**config.mk**
```make
export PLATFORM = sky130hd
export DESIGN_NAME = intc_vector_map
export DESIGN_NICKNAME = d
export VERILOG_FILES = /design/src/hdl/intc_vector_map.v
export VERILOG_INCLUDE_DIRS = /design/src /design/src/inc
export SDC_FILE = /design/constraint.sdc
export NUM_CORES = 1
export LEC_CHECK = 0
export ABC_AREA = 1
export ABC_CLOCK_PERIOD_IN_PS = 240900
export BUFFER_PORTS_ARGS = -buffer_cell sky130_fd_sc_hd__buf_2
export CORE_ASPECT_RATIO = 0.75
export CORE_MARGIN = 2
export CORE_UTILIZATION = 35
export DETAILED_ROUTE_END_ITERATION = 7
export HOLD_SLACK_MARGIN = 0.15
export PLACE_DENSITY = 0.53
export SLEW_MARGIN = 0
export SYNTH_ARGS = -nofsm -noshare
export SYNTH_HDL_FRONTEND = slang
export SYNTH_SLANG_ARGS = --single-unit
```
**constraint.sdc**
```tcl
create_clock -name clk -period 240.9 [get_ports clk]
set_clock_uncertainty 0.05 [all_clocks]
set_input_delay 48.18 -clock clk [delete_from_list [all_inputs] [get_ports clk]]
set_output_delay 48.18 -clock clk [all_outputs]
set_load 0.01 [all_outputs]
```
**src/inc/intc_map_defs.vh**
```
/*
 * constants of the interrupt priority and vector map: register word
 * indices, field layout, reset values, fixed levels and vectors, and
 * the packed per-source vector and priority field tables.
 * assumes it is included by bare name from the design file and the checker.
 */
`ifndef INTC_MAP_DEFS_VH
`define INTC_MAP_DEFS_VH

// register word indices (byte address = index * 4)
`define IDX_PRIO_FIRST 4'h0
`define IDX_PRIO_LAST 4'h8
`define IDX_STATUS 4'h9
`define PRIO_COUNT 9
`define PRIO_RST 16'h0000

// status word layout
`define ST_MASK_LSB 0
`define ST_PEND_BIT 4
`define ST_VEC_LSB 8
`define MASK_RST 4'hf

// fixed sources
`define LVL_NMI 5'h10
`define LVL_BREAK 5'h0f
`define MASK_AFTER_FIXED 4'hf
`define VEC_NMI 8'h0b
`define VEC_BREAK 8'h0c

// programmable sources: index 0..3 pins, 4..45 peripherals
`define N_SRC 46
`define N_PERIPH 42

// vector number per source, source 0 in the low byte
`define VEC_TABLE {32'hc8b8_b5b4, \
    48'hafae_adac_abaa, 48'ha9a8_9c98_9490, \
    48'h8c89_887c_7b7a, 48'h7978_7473_7271, \
    48'h706d_6c69_6865, 48'h6461_605c_5b5a, \
    48'h5958_4342_4140}

// field code per source: [7:2] register, [1:0] nibble (3 = bits 15:12)
`define FLD_TABLE {32'h231f_1818, \
    48'h1a1a_1a1a_1b1b, 48'h1b1b_1617_1011, \
    48'h1213_130e_0f0f, 48'h0f0f_0809_0909, \
    48'h090a_0a0b_0b04, 48'h0405_0506_0707, \
    48'h0707_0001_0203}

// fetch state codes, one-hot
`define ST_IDLE 2'b01
`define ST_FETCH 2'b10

`endif

```
**src/hdl/intc_vector_map.v**
```verilog
/*
 * interrupt priority selection, vector assignment and vector table
 * fetch, with avalon-mm access to the priority and status registers.
 * assumes request inputs are already sensed and synchronous to clk,
 * and that the core raises core_accept for one cycle to take a request.
 */
`timescale 1ns/100ps
`default_nettype none
`include "intc_map_defs.vh"

module intc_vector_map (
    input wire clk,
    input wire sys_rst,
    input wire [3:0] avs_address,
    input wire avs_read,
    input wire avs_write,
    input wire [31:0] avs_writedata,
    input wire [3:0] avs_byteenable,
    output reg [31:0] avs_readdata,
    output wire avs_waitrequest,
    input wire nmi_request,
    input wire break_match,
    input wire [3:0] ext_request,
    input wire [`N_PERIPH-1:0] periph_request,
    output wire irq_to_core,
    output wire [4:0] irq_level,
    input wire core_accept,
    output reg [`N_SRC-1:0] source_ack,
    output reg [7:0] accepted_vector,
    output reg [31:0] vector_addr,
    output reg vt_read,
    input wire [31:0] vt_rdata,
    input wire vt_valid,
    output reg [31:0] handler_addr,
    output reg handler_valid,
    output reg [3:0] interrupt_mask_level
);

    // ************************************************************
    // merge of a 16-bit register with the two low byte lanes
    // ************************************************************
    function [15:0] lane_merge;
        input [15:0] old;
        input [31:0] wdata;
        input [3:0] be;
        begin
            lane_merge = old;
            if (be[0])
            begin
                lane_merge[7:0] = wdata[7:0];
            end
            if (be[1])
            begin
                lane_merge[15:8] = wdata[15:8];
            end
        end
    endfunction

    // ************************************************************
    // declarations
    // ************************************************************
    localparam [`N_SRC*8-1:0] VEC_TBL = `VEC_TABLE;
    localparam [`N_SRC*8-1:0] FLD_TBL = `FLD_TABLE;
    localparam [1:0] S_IDLE = `ST_IDLE;
    localparam [1:0] S_FETCH = `ST_FETCH;

    reg [15:0] prio_reg [0:`PRIO_COUNT-1];
    wire [`PRIO_COUNT*16-1:0] prio_flat;
    wire [`N_SRC*4-1:0] lvl_flat;
    wire [`N_SRC-1:0] src_req;
    reg nmi_prev_reg;
    reg brk_prev_reg;
    reg nmi_pend_reg;
    reg brk_pend_reg;
    reg bus_ack_reg;
    reg [1:0] state_reg;
    reg [1:0] state_next;
    reg [4:0] best_lvl;
    reg [7:0] best_vec;
    reg [5:0] best_idx;
    reg best_nmi;
    reg best_brk;
    reg best_prog;
    reg [3:0] cand_lvl;
    integer k;
    wire take;
    wire bus_wr;
    wire bus_rd;
    wire status_wr;

    assign src_req = {periph_request, ext_request};

    // ************************************************************
    // per-source level lookup
    // ************************************************************
    genvar g;
    generate
        for (g = 0; g < `PRIO_COUNT; g = g + 1)
        begin : g_flat
            assign prio_flat[g*16 +: 16] = prio_reg[g];
        end
        for (g = 0; g < `N_SRC; g = g + 1)
        begin : g_lvl
            localparam [7:0] FC = FLD_TBL[g*8 +: 8];
            // field chosen by register and nibble code
            // sources sharing a field share one level
            assign lvl_flat[g*4 +: 4] =
                prio_flat[FC[7:2]*16 + FC[1:0]*4 +: 4];
        end
    endgenerate

    // ************************************************************
    // selection of the highest request
    // ************************************************************
    always @*
    begin
        best_lvl = 5'h00;
        best_vec = 8'h00;
        best_idx = 6'h00;
        best_nmi = 1'b0;
        best_brk = 1'b0;
        best_prog = 1'b0;
        cand_lvl = 4'h0;
        // nmi at level 16 outranks everything
        if (nmi_pend_reg)
        begin
            best_lvl = `LVL_NMI;
            best_vec = `VEC_NMI;
            best_nmi = 1'b1;
        end
        // user break at fixed level 15
        else if (brk_pend_reg)
        begin
            best_lvl = `LVL_BREAK;
            best_vec = `VEC_BREAK;
            best_brk = 1'b1;
        end
        // scan in vector order, strict compare keeps lower vector
        for (k = 0; k < `N_SRC; k = k + 1)
        begin
            cand_lvl = lvl_flat[k*4 +: 4];
            // level 0 never beats the empty start value
            if (src_req[k] && ({1'b0, cand_lvl} > best_lvl))
            begin
                best_lvl = {1'b0, cand_lvl};
                // distinct vector per source from the table
                best_vec = VEC_TBL[k*8 +: 8];
                best_idx = k[5:0];
                best_nmi = 1'b0;
                best_brk = 1'b0;
                best_prog = 1'b1;
            end
        end
    end

    // forward only when strictly above the current mask
    assign irq_to_core = (state_reg == S_IDLE) &&
        (best_lvl != 5'h00) &&
        (best_lvl > {1'b0, interrupt_mask_level});
    assign irq_level = best_lvl;
    assign take = irq_to_core && core_accept;

    // ************************************************************
    // avalon-mm slave: one wait state on every access
    // ************************************************************
    assign avs_waitrequest = (avs_read || avs_write) && !bus_ack_reg;
    assign bus_wr = avs_write && bus_ack_reg;
    assign bus_rd = avs_read && !bus_ack_reg;
    assign status_wr = bus_wr && (avs_address == `IDX_STATUS);

    always @(posedge clk)
    begin
        if (sys_rst)
        begin
            bus_ack_reg <= 1'b0;
            avs_readdata <= 32'h0000_0000;
        end
        else
        begin
            bus_ack_reg <= (avs_read || avs_write) && !bus_ack_reg;
            if (bus_rd)
            begin
                if (avs_address <= `IDX_PRIO_LAST)
                begin
                    avs_readdata <= {16'h0000, prio_reg[avs_address]};
                end
                else if (avs_address == `IDX_STATUS)
                begin
                    avs_readdata <= {16'h0000, accepted_vector, 3'b000,
                        irq_to_core, interrupt_mask_level};
                end
                else
                begin
                    // unmapped words read as zero
                    avs_readdata <= 32'h0000_0000;
                end
            end
        end
    end

    // ************************************************************
    // priority registers
    // ************************************************************
    generate
        for (g = 0; g < `PRIO_COUNT; g = g + 1)
        begin : g_prio
            always @(posedge clk)
            begin
                if (sys_rst)
                begin
                    prio_reg[g] <= `PRIO_RST;
                end
                // full 4-bit level per field, 0 to 15
                else if (bus_wr && (avs_address == g))
                begin
                    prio_reg[g] <= lane_merge(prio_reg[g],
                        avs_writedata, avs_byteenable);
                end
            end
        end
    endgenerate

    // ************************************************************
    // edge detection and pending flags
    // ************************************************************
    always @(posedge clk)
    begin
        if (sys_rst)
        begin
            nmi_prev_reg <= 1'b0;
            brk_prev_reg <= 1'b0;
            nmi_pend_reg <= 1'b0;
            brk_pend_reg <= 1'b0;
        end
        else
        begin
            nmi_prev_reg <= nmi_request;
            brk_prev_reg <= break_match;
            // a new edge in the accept cycle stays pending
            nmi_pend_reg <= (nmi_request && !nmi_prev_reg) ||
                (nmi_pend_reg && !(take && best_nmi));
            // rising edge sets, acceptance clears, set wins
            brk_pend_reg <= (break_match && !brk_prev_reg) ||
                (brk_pend_reg && !(take && best_brk));
        end
    end

    // ************************************************************
    // acceptance: vector, table address, mask update
    // ************************************************************
    always @(posedge clk)
    begin
        if (sys_rst)
        begin
            source_ack <= {`N_SRC{1'b0}};
            accepted_vector <= 8'h00;
            vector_addr <= 32'h0000_0000;
            interrupt_mask_level <= `MASK_RST;
        end
        else
        begin
            source_ack <= {`N_SRC{1'b0}};
            if (take)
            begin
                accepted_vector <= best_vec;
                vector_addr <= {22'h00_0000, best_vec, 2'b00};
                if (best_prog)
                begin
                    source_ack[best_idx] <= 1'b1;
                    interrupt_mask_level <= best_lvl[3:0];
                end
                else
                begin
                    // break and nmi both leave the mask at 15
                    interrupt_mask_level <= `MASK_AFTER_FIXED;
                end
            end
            else if (status_wr && avs_byteenable[0])
            begin
                interrupt_mask_level <= avs_writedata[3:0];
            end
        end
    end

    // ************************************************************
    // vector table fetch
    // ************************************************************
    always @*
    begin
        state_next = state_reg;
        case (state_reg)
            S_IDLE:
            begin
                if (take)
                begin
                    state_next = S_FETCH;
                end
            end
            S_FETCH:
            begin
                if (vt_valid)
                begin
                    state_next = S_IDLE;
                end
            end
            default:
            begin
                state_next = S_IDLE;
            end
        endcase
    end

    always @(posedge clk)
    begin
        if (sys_rst)
        begin
            state_reg <= S_IDLE;
            vt_read <= 1'b0;
            handler_addr <= 32'h0000_0000;
            handler_valid <= 1'b0;
        end
        else
        begin
            state_reg <= state_next;
            handler_valid <= 1'b0;
            // read the entry that vector_addr points at
            vt_read <= (state_next == S_FETCH);
            if ((state_reg == S_FETCH) && vt_valid)
            begin
                handler_addr <= vt_rdata;
                handler_valid <= 1'b1;
            end
        end
    end

    // a new request waits while a fetch is open, so the vector and
    // table address stay stable for the whole read

endmodule // intc_vector_map
`default_nettype wire

```
==> metrics.csv, run 1 <==
metric;value;unit
critPathLaunchType;primary input;
cpMaxStageDelayCell;ha_1;
postCtsSetupBuffers;0;
drc;0;
hold_buffers;0;
rsz0062_at_grt;false;
cp_max_fo;17;
cts_tree;yes;
status;finished clean;
postSynthCellCount;2760;
ios;289;
finalHoldViolCount;0;
dp_cells;3675;
rows;76;
root_buffer;clkbuf_16;
setup_tns;0;ps
grt_pass1_wl;99440;um
first_pass_iters;6;
netlist.area_leader.share;0.2136;
clock_sinks;259;
ant_nets;0;
initial_utilization;0.3531;
insertion_delay;560;ps
syn_avg_cell_area;7.335;um2
post_cts_resize_count;0;
final_common_cell;nand2_1;
path_buf_inv;61;
die_h;212.3;um
synthToLayoutAreaGrowth;11.12;%
grt_overflow;0;
ys_seq_elements;259;
slowest_delay;390;ps
slew_headroom;0.1510;
slew_viol_final;0;
crit_type;primary input to primary output;
avgViaCountPerCell;5.057;
largest_reg_flops;144;
worst_ep_arrival_time;103710;ps
synth_area_leader_cell;edfxtp_1;
max_freq;0.006581;GHz
worstMarginPinSlew;1260;ps
nNetsFinal;3159;
ys_seq_area_frac;0.3273;
grt_usage;0.2142;
layout_common_cells;537 x nand2_1, 356 x nor2_1, 330 x inv_1;
clk_path_buf_depth;3;
h-tree-depth;1;
maxCapViolations;0;
fin_crit_sh;0.6307;
final_cell_count_no_fill;3730;
antenna_found_initial;2;
crit_family;simple AND/OR/NAND/NOR gates;
clk_pin_slew;50;ps
finalWirelength;66030;um
yosys_warnings;0;
routedWlPerCell;17.70;um
cts_buffers;29;
grt_max_degree;44;
min_path_type;register to register;
dpl.hpwl;51570;um
port_buffers;230;
ys_types;61;
grt_pass1_vias;17492;
core_area;0.05734;mm2
setup_viol;0;
netlist_area;0.02025;mm2
dieArea;0.05980;mm2
vias;18864;
drive_gt1_frac;0.1940;
required;192670;ps
gp_congestion;0.8899;
synth_area_leaders;edfxtp_1 21%, dfxtp_1 11%, nand2_1 10%, nor2_1 6.6%, ha_1 6.6%;
dieWidth;281.7;um
crit_top_cell;nand2_1;
cp-end-kind;primary output;
fin_crit;151940;ps
drtIter0Drc;1515;
## logic make-up (layout without fill, tap and decap cells)
kind of cell | Yosys count | in the layout | share of synthesized area
AND/OR/NAND/NOR | 1440 | 1440 | 0.3457
buffers and inverters | 534 | 683 | 0.1312
AO/OA/AOI/OAI | 419 | 419 | 0.1295
adder cells (fa/ha/maj) | 107 | 107 | 0.06613
other | 1 | 42 | 0.0001852
flip-flops | 259 | 259 | 0.3273
## final timing paths
check / from / cells after the start / slack, ps / endpoint
worst max-delay path: ext_request[0] / 405 / 88960 / irq_to_core
worst max register to register: brk_pend_reg / 408 / 183190 / source_ack[19]
worst min register to register: brk_prev_reg / 3 / 410 / brk_pend_reg
worst min-delay path: brk_prev_reg / 3 / 410 / brk_pend_reg
## worst min-delay path: cells and delay by family (launching register included)
kind	cells	cell delay, ps
and+or+nand+nor	2	90
DFF	1	300
buffers and inverters	1	40
## through the flow
step	hold slack, ps	instance area [um2]	utilization	worst slack, ps
after detailed placement	393.5	21470	0.3744	89260
after CTS	406.5	22490	0.3923	89110
after global placement	392.7	21470	0.3744	90490
final	408.0	22500	0.3924	88960
after floorplan	379.6	20390	-	95490
after global routing	420.1	22500	0.3923	82290
## layer usage
layer / vias to the layer above / part of all wire / track usage
li1: 9346 / - / -
met1: 8781 / 0.48 / 0.3242
met2: 666 / 0.42 / 0.3185
met3: 71 / 0.081 / 0.03780
met4: 0 / 0.015 / 0.03687
met5: - / 0 / 0
## final cells by class
cell class | count | area (um2)
inverters | 386 | 1495
clock inverters | 8 | 70.07
flip-flops and latches | 259 | 6628
multi-input cells | 2006 | 11110
clock buffers | 45 | 953.4
diodes | 2 | 5.005
well taps | 780 | 975.9
fillers | 6041 | 34840
repair buffers | 244 | 1256
## Yosys cell counts, drive strengths merged
cell type and count:
or2 1, nand3b 14, a21boi 36, nor4b 1, o41ai 1, o211ai 12
dlygate4sd1 3, bufinv 2, a31oi 20, nor4 7, buf 93, nand2 675
clkdlybuf4s15 2, clkinv 27, clkbuf 50, o221ai 8, a221o 14, a2111oi 1
and3 4, edfxtp 144, a22oi 48, o2111ai 2, dfxtp 115, o21ai 220
nand4 35, nor2 386, ha 107, o21bai 4, conb 1, o311ai 1
nor3 20, inv 357, a311oi 1, nand3 297, a21oi 51
Power of run 1 is left out: the tool's default activity adds up to more than one toggle a clock period on the data nets, which glitch-free logic cannot reach.
==> inputs of run 2 (changes only) <==
--- a/config.mk
+++ b/config.mk
@@ -7,7 +7,7 @@
 export NUM_CORES = 1
 export LEC_CHECK = 0
 export ABC_AREA = 1
-export ABC_CLOCK_PERIOD_IN_PS = 240900
+export ABC_CLOCK_PERIOD_IN_PS = 150900
 export BUFFER_PORTS_ARGS = -buffer_cell sky130_fd_sc_hd__buf_2
 export CORE_ASPECT_RATIO = 0.75
 export CORE_MARGIN = 2
==> constraint.sdc (replaced) <==
create_clock -name clk -period 150.9 [get_ports clk]
set_clock_uncertainty 0.05 [all_clocks]
set_input_delay 30.18 -clock clk [delete_from_list [all_inputs] [get_ports clk]]
set_output_delay 30.18 -clock clk [all_outputs]
set_load 0.01 [all_outputs]
==> metrics.csv, run 2 (synthesis results as in run 1) <==
metric;value;unit;change
status;finished clean;;unchanged
stdcell_area;0.02241;mm2;was 0.02250 mm2
cpMaxStageDelayCell;ha_1;;unchanged
avgViaCountPerCell;5.067;;was 5.057
rsz0062_at_grt;false;;unchanged
placed_area;0.02147;mm2;unchanged
worst_ep_arrival_time;85750;ps;was 103,710 ps
slowest_delay;390;ps;about the same
largest_reg_flops;144;;unchanged
dp_slack;35310;ps;was 89,260 ps
crit_type;primary input to primary output;;unchanged
grt_overflow;0;;unchanged
synthToLayoutAreaGrowth;10.70;%;was 11.12%
required;120670;ps;was 192,670 ps
dieArea;0.05980;mm2;unchanged
clk_pin_slew;60;ps;was 50 ps
drive_gt1_frac;0.1942;;was 0.1940
multi_input_area;0.01111;mm2;unchanged
clock_sinks;259;;unchanged
port_buffers;230;;unchanged
regArea;0.006628;mm2;unchanged
drc;0;;unchanged
h-tree-depth;1;;unchanged
fin_crit_sh;0.7686;;
postCtsSetupBuffers;0;;unchanged
post_cts_resize_count;0;;unchanged
clk_path_buf_depth;3;;unchanged
initial_utilization;0.3531;;unchanged
hold_buffers;0;;unchanged
drtIter0Drc;1830;;was 1,515
layout_common_cells;537 x nand2_1, 356 x nor2_1, 330 x inv_1;;unchanged
root_buffer;clkbuf_16;;unchanged
nFillCells;6083;;was 6,041
dpl.hpwl;51580;um;was 51,570 um
slew_headroom;0.1628;;was 0.1510
setup_tns;0;ps;unchanged
first_pass_iters;5;;was 6
vias;18891;;was 18,864
gp_congestion;0.8897;;was 0.8899
max_freq;0.008622;GHz;
grt_pass1_wl;99900;um;was 99,440 um
slew_viol_final;0;;unchanged
rows;76;;unchanged
nNetsFinal;3158;;was 3,159
core_area;0.05734;mm2;unchanged
grt_pass1_vias;17383;;was 17,492
die_h;212.3;um;unchanged
dieWidth;281.7;um;unchanged
cts_buffers;28;;was 29
cts_tree;yes;;unchanged
antenna_found_initial;3;;was 2
min_path_type;register to register;;unchanged
grt_max_degree;44;;unchanged
crit_top_cell;nand2_1;;unchanged
final_common_cell;nand2_1;;unchanged
insertion_delay;550;ps;was 560 ps
setup_viol;0;;unchanged
finalWirelength;65920;um;was 66,030 um
routedWlPerCell;17.68;um;was 17.70 um
ant_nets;0;;unchanged
critPathLaunchType;primary input;;unchanged
worstMarginPinSlew;1243;ps;was 1260 ps
fin_crit;115980;ps;
grt_usage;0.2149;;was 0.2142
setup_ws;34920;ps;was 88,960 ps
finalHoldViolCount;0;;unchanged
cp_max_fo;17;;unchanged
ios;289;;unchanged
maxCapViolations;0;;unchanged
cp-end-kind;primary output;;unchanged
[run 2: metrics by stage]
step                      cells    util  hold WS (ps)
after CTS                  3725  0.3907         409.7
after detailed placement   3675  0.3744         395.2
after global placement     3675  0.3744         392.9
final                      3728  0.3909         413.0
after floorplan            2799       -         379.6
after global routing       3726  0.3908         427.3
[run 2: area by class of cell]
cell class                 instances  share of cell area
inverter                         386             0.06671
timing repair buffer             244             0.05605
multi-input combinational       2006              0.4959
antenna                            3           0.0003350
sequential                       259              0.2957
clock inverter                     5            0.002233
clock buffer                      45             0.03952
tap                              780             0.04354
[run 2: metal layers]
metal,track usage,part of all wire
met1,0.3286,0.49
met5,0,0
met2,0.3194,0.42
met3,0.03374,0.078
met4,0.03448,0.014
[run 2: worst paths after layout]
kind | start | endpoint | slack, ps | cells past startpoint
min reg2reg | brk_prev_reg | brk_pend_reg | 410 | 3
max reg2reg | brk_pend_reg | source_ack[19] | 93140 | 410
min | brk_prev_reg | brk_pend_reg | 410 | 3
max | ext_request[0] | irq_to_core | 34920 | 405
[run 2: worst max-delay path, delay by kind of cell]
family / cells / cell delay [ps]
AND/OR/NAND/NOR: 227 / 25840
AO/OA/AOI/OAI: 71 / 11640
buffers and inverters: 61 / 3510
adder cells (fa/ha/maj): 46 / 14440
Power of run 2 is left out for the same reason.
==> inputs of run 3 (changes only) <==
--- a/config.mk
+++ b/config.mk
@@ -7,7 +7,7 @@
 export NUM_CORES = 1
 export LEC_CHECK = 0
 export ABC_AREA = 1
-export ABC_CLOCK_PERIOD_IN_PS = 150900
+export ABC_CLOCK_PERIOD_IN_PS = 121100
 export BUFFER_PORTS_ARGS = -buffer_cell sky130_fd_sc_hd__buf_2
 export CORE_ASPECT_RATIO = 0.75
 export CORE_MARGIN = 2
==> constraint.sdc (replaced) <==
create_clock -name clk -period 121.1 [get_ports clk]
set_clock_uncertainty 0.05 [all_clocks]
set_input_delay 24.22 -clock clk [delete_from_list [all_inputs] [get_ports clk]]
set_output_delay 24.22 -clock clk [all_outputs]
set_load 0.01 [all_outputs]
==> metrics.csv, run 3 (synthesis results as in run 1) <==
metric;value;unit;change
hold_depth;3;;unchanged
setup_viol;0;;unchanged
hold_buffers;0;;unchanged
avgViaCountPerCell;5.058;;was 5.067
ant_nets;0;;unchanged
clk_pin_slew;60;ps;about the same
grt_usage;0.2142;;was 0.2149
grt_overflow;0;;unchanged
critPathLaunchType;primary input;;unchanged
worstReg2RegEnd;source_ack[26];;was source_ack[19]
status;finished clean;;unchanged
initial_utilization;0.3531;;unchanged
r2r_start;brk_pend_reg;;unchanged
grt_max_degree;44;;unchanged
finalHoldViolCount;0;;unchanged
h-tree-depth;1;;unchanged
setup_tns;0;ps;unchanged
final_common_cell;nand2_1;;unchanged
drive_gt1_frac;0.1948;;was 0.1942
fin_crit_sh;0.8580;;
cpMaxStageDelayCell;o21ai_1;;was ha_1
die_h;212.3;um;unchanged
dpl.hpwl;51640;um;was 51,580 um
finalWirelength;65980;um;was 65,920 um
core_area;0.05734;mm2;unchanged
clock_sinks;259;;unchanged
dieWidth;281.7;um;unchanged
postCtsSetupBuffers;0;;unchanged
cts_buffers;29;;was 28
insertion_delay;560;ps;was 550 ps
dieArea;0.05980;mm2;unchanged
grt_pass1_vias;17401;;was 17,383
cts_tree;yes;;unchanged
slowest_delay;400;ps;was 390 ps
antenna_found_initial;1;;was 3
post_cts_resize_count;0;;unchanged
routedWlPerCell;17.70;um;was 17.68 um
drc;0;;unchanged
layout_common_cells;537 x nand2_1, 356 x nor2_1, 330 x inv_1;;unchanged
hold_end;brk_pend_reg;;unchanged
crit_type;primary input to primary output;;unchanged
vias;18858;;was 18,891
reg2reg_depth;410;;unchanged
rows;76;;unchanged
cp-end-kind;primary output;;unchanged
slew_headroom;0.1958;;was 0.1628
worst_ep_arrival_time;79630;ps;was 85,750 ps
ios;289;;unchanged
port_buffers;230;;unchanged
grt_pass1_wl;99720;um;was 99,900 um
crit_top_cell;nand2_1;;unchanged
gp_congestion;0.8897;;unchanged
clk_path_buf_depth;3;;unchanged
cp_max_fo;17;;unchanged
max_freq;0.009624;GHz;
hp-start;brk_prev_reg;;unchanged
worstMarginPinSlew;1194;ps;was 1243 ps
maxCapViolations;0;;unchanged
min_path_type;register to register;;unchanged
required;96830;ps;was 120,670 ps
synthToLayoutAreaGrowth;10.83;%;was 10.70%
nNetsFinal;3159;;was 3,158
rsz0062_at_grt;false;;unchanged
rrSetupSlack;63560;ps;was 93,140 ps
slew_viol_final;0;;unchanged
largest_reg_flops;144;;unchanged
fin_crit;103900;ps;
drtIter0Drc;1513;;was 1,830
root_buffer;clkbuf_16;;unchanged
first_pass_iters;5;;unchanged
critPathLaunch;ext_request[0];;unchanged
-- run 3: cell types whose count changed in the layout (fill, tap and decap cells not counted) --
cell	before	now
bufinv_16	1	0
clkbuf_16	31	32
clkbuf_2	6	3
clkbuf_8	5	7
clkinv_2	7	8
diode_2	3	1
inv_6	3	5
-- run 3: worst max-delay path: cells and delay by family --
family                   cells  cell delay, ps
buffers and inverters       61            3480
adder cells (fa/ha/maj)     46           14300
AO/OA/AOI/OAI               69           11280
AND/OR/NAND/NOR            230           26170
-- run 3: final cells by class --
type | instances | area [um2]
diodes | 1 | 2.502
clock buffers | 45 | 923.4
clock inverters | 7 | 42.54
fillers | 6105 | 34900
inverters | 386 | 1495
multi-input cells | 2006 | 11110
flip-flops and latches | 259 | 6628
well taps | 780 | 975.9
repair buffers | 244 | 1256
-- run 3: worst max-delay path by stage --
| stage | end | slack [ps] | cells past startpoint |
|---|---|---|---|
| 6_report | irq_to_core | 17200 | 406 |
| 5_1_grt | irq_to_core | 10530 | 408 |
| 4_1_cts | irq_to_core | 17300 | 404 |
| 2_1_floorplan | irq_to_core | 23610 | 444 |
| 3_3_place_gp | irq_to_core | 18610 | 402 |
| 3_5_place_dp | irq_to_core | 17460 | 402 |
-- run 3: through the flow --
step | hold WS [ps] | utilization | instances | worst slack (ps) | area (um2)
after floorplan | 379.6 | - | 2799 | 23610 | 20390
after global placement | 392.0 | 0.3744 | 3675 | 18610 | 21470
after detailed placement | 394.4 | 0.3744 | 3675 | 17460 | 21470
after CTS | 410.2 | 0.3913 | 3727 | 17300 | 22440
after global routing | 429.9 | 0.3913 | 3727 | 10530 | 22440
final | 410.7 | 0.3913 | 3728 | 17200 | 22440
-- run 3: layer usage --
| layer | part of all wire | vias up | track usage |
|---|---|---|---|
| met5 | 0 | - | 0 |
| met4 | 0.019 | 0 | 0.03999 |
| met3 | 0.070 | 80 | 0.02956 |
| met2 | 0.42 | 616 | 0.3160 |
| met1 | 0.49 | 8812 | 0.3302 |
| li1 | - | 9350 | - |
Power of run 3 is left out for the same reason.
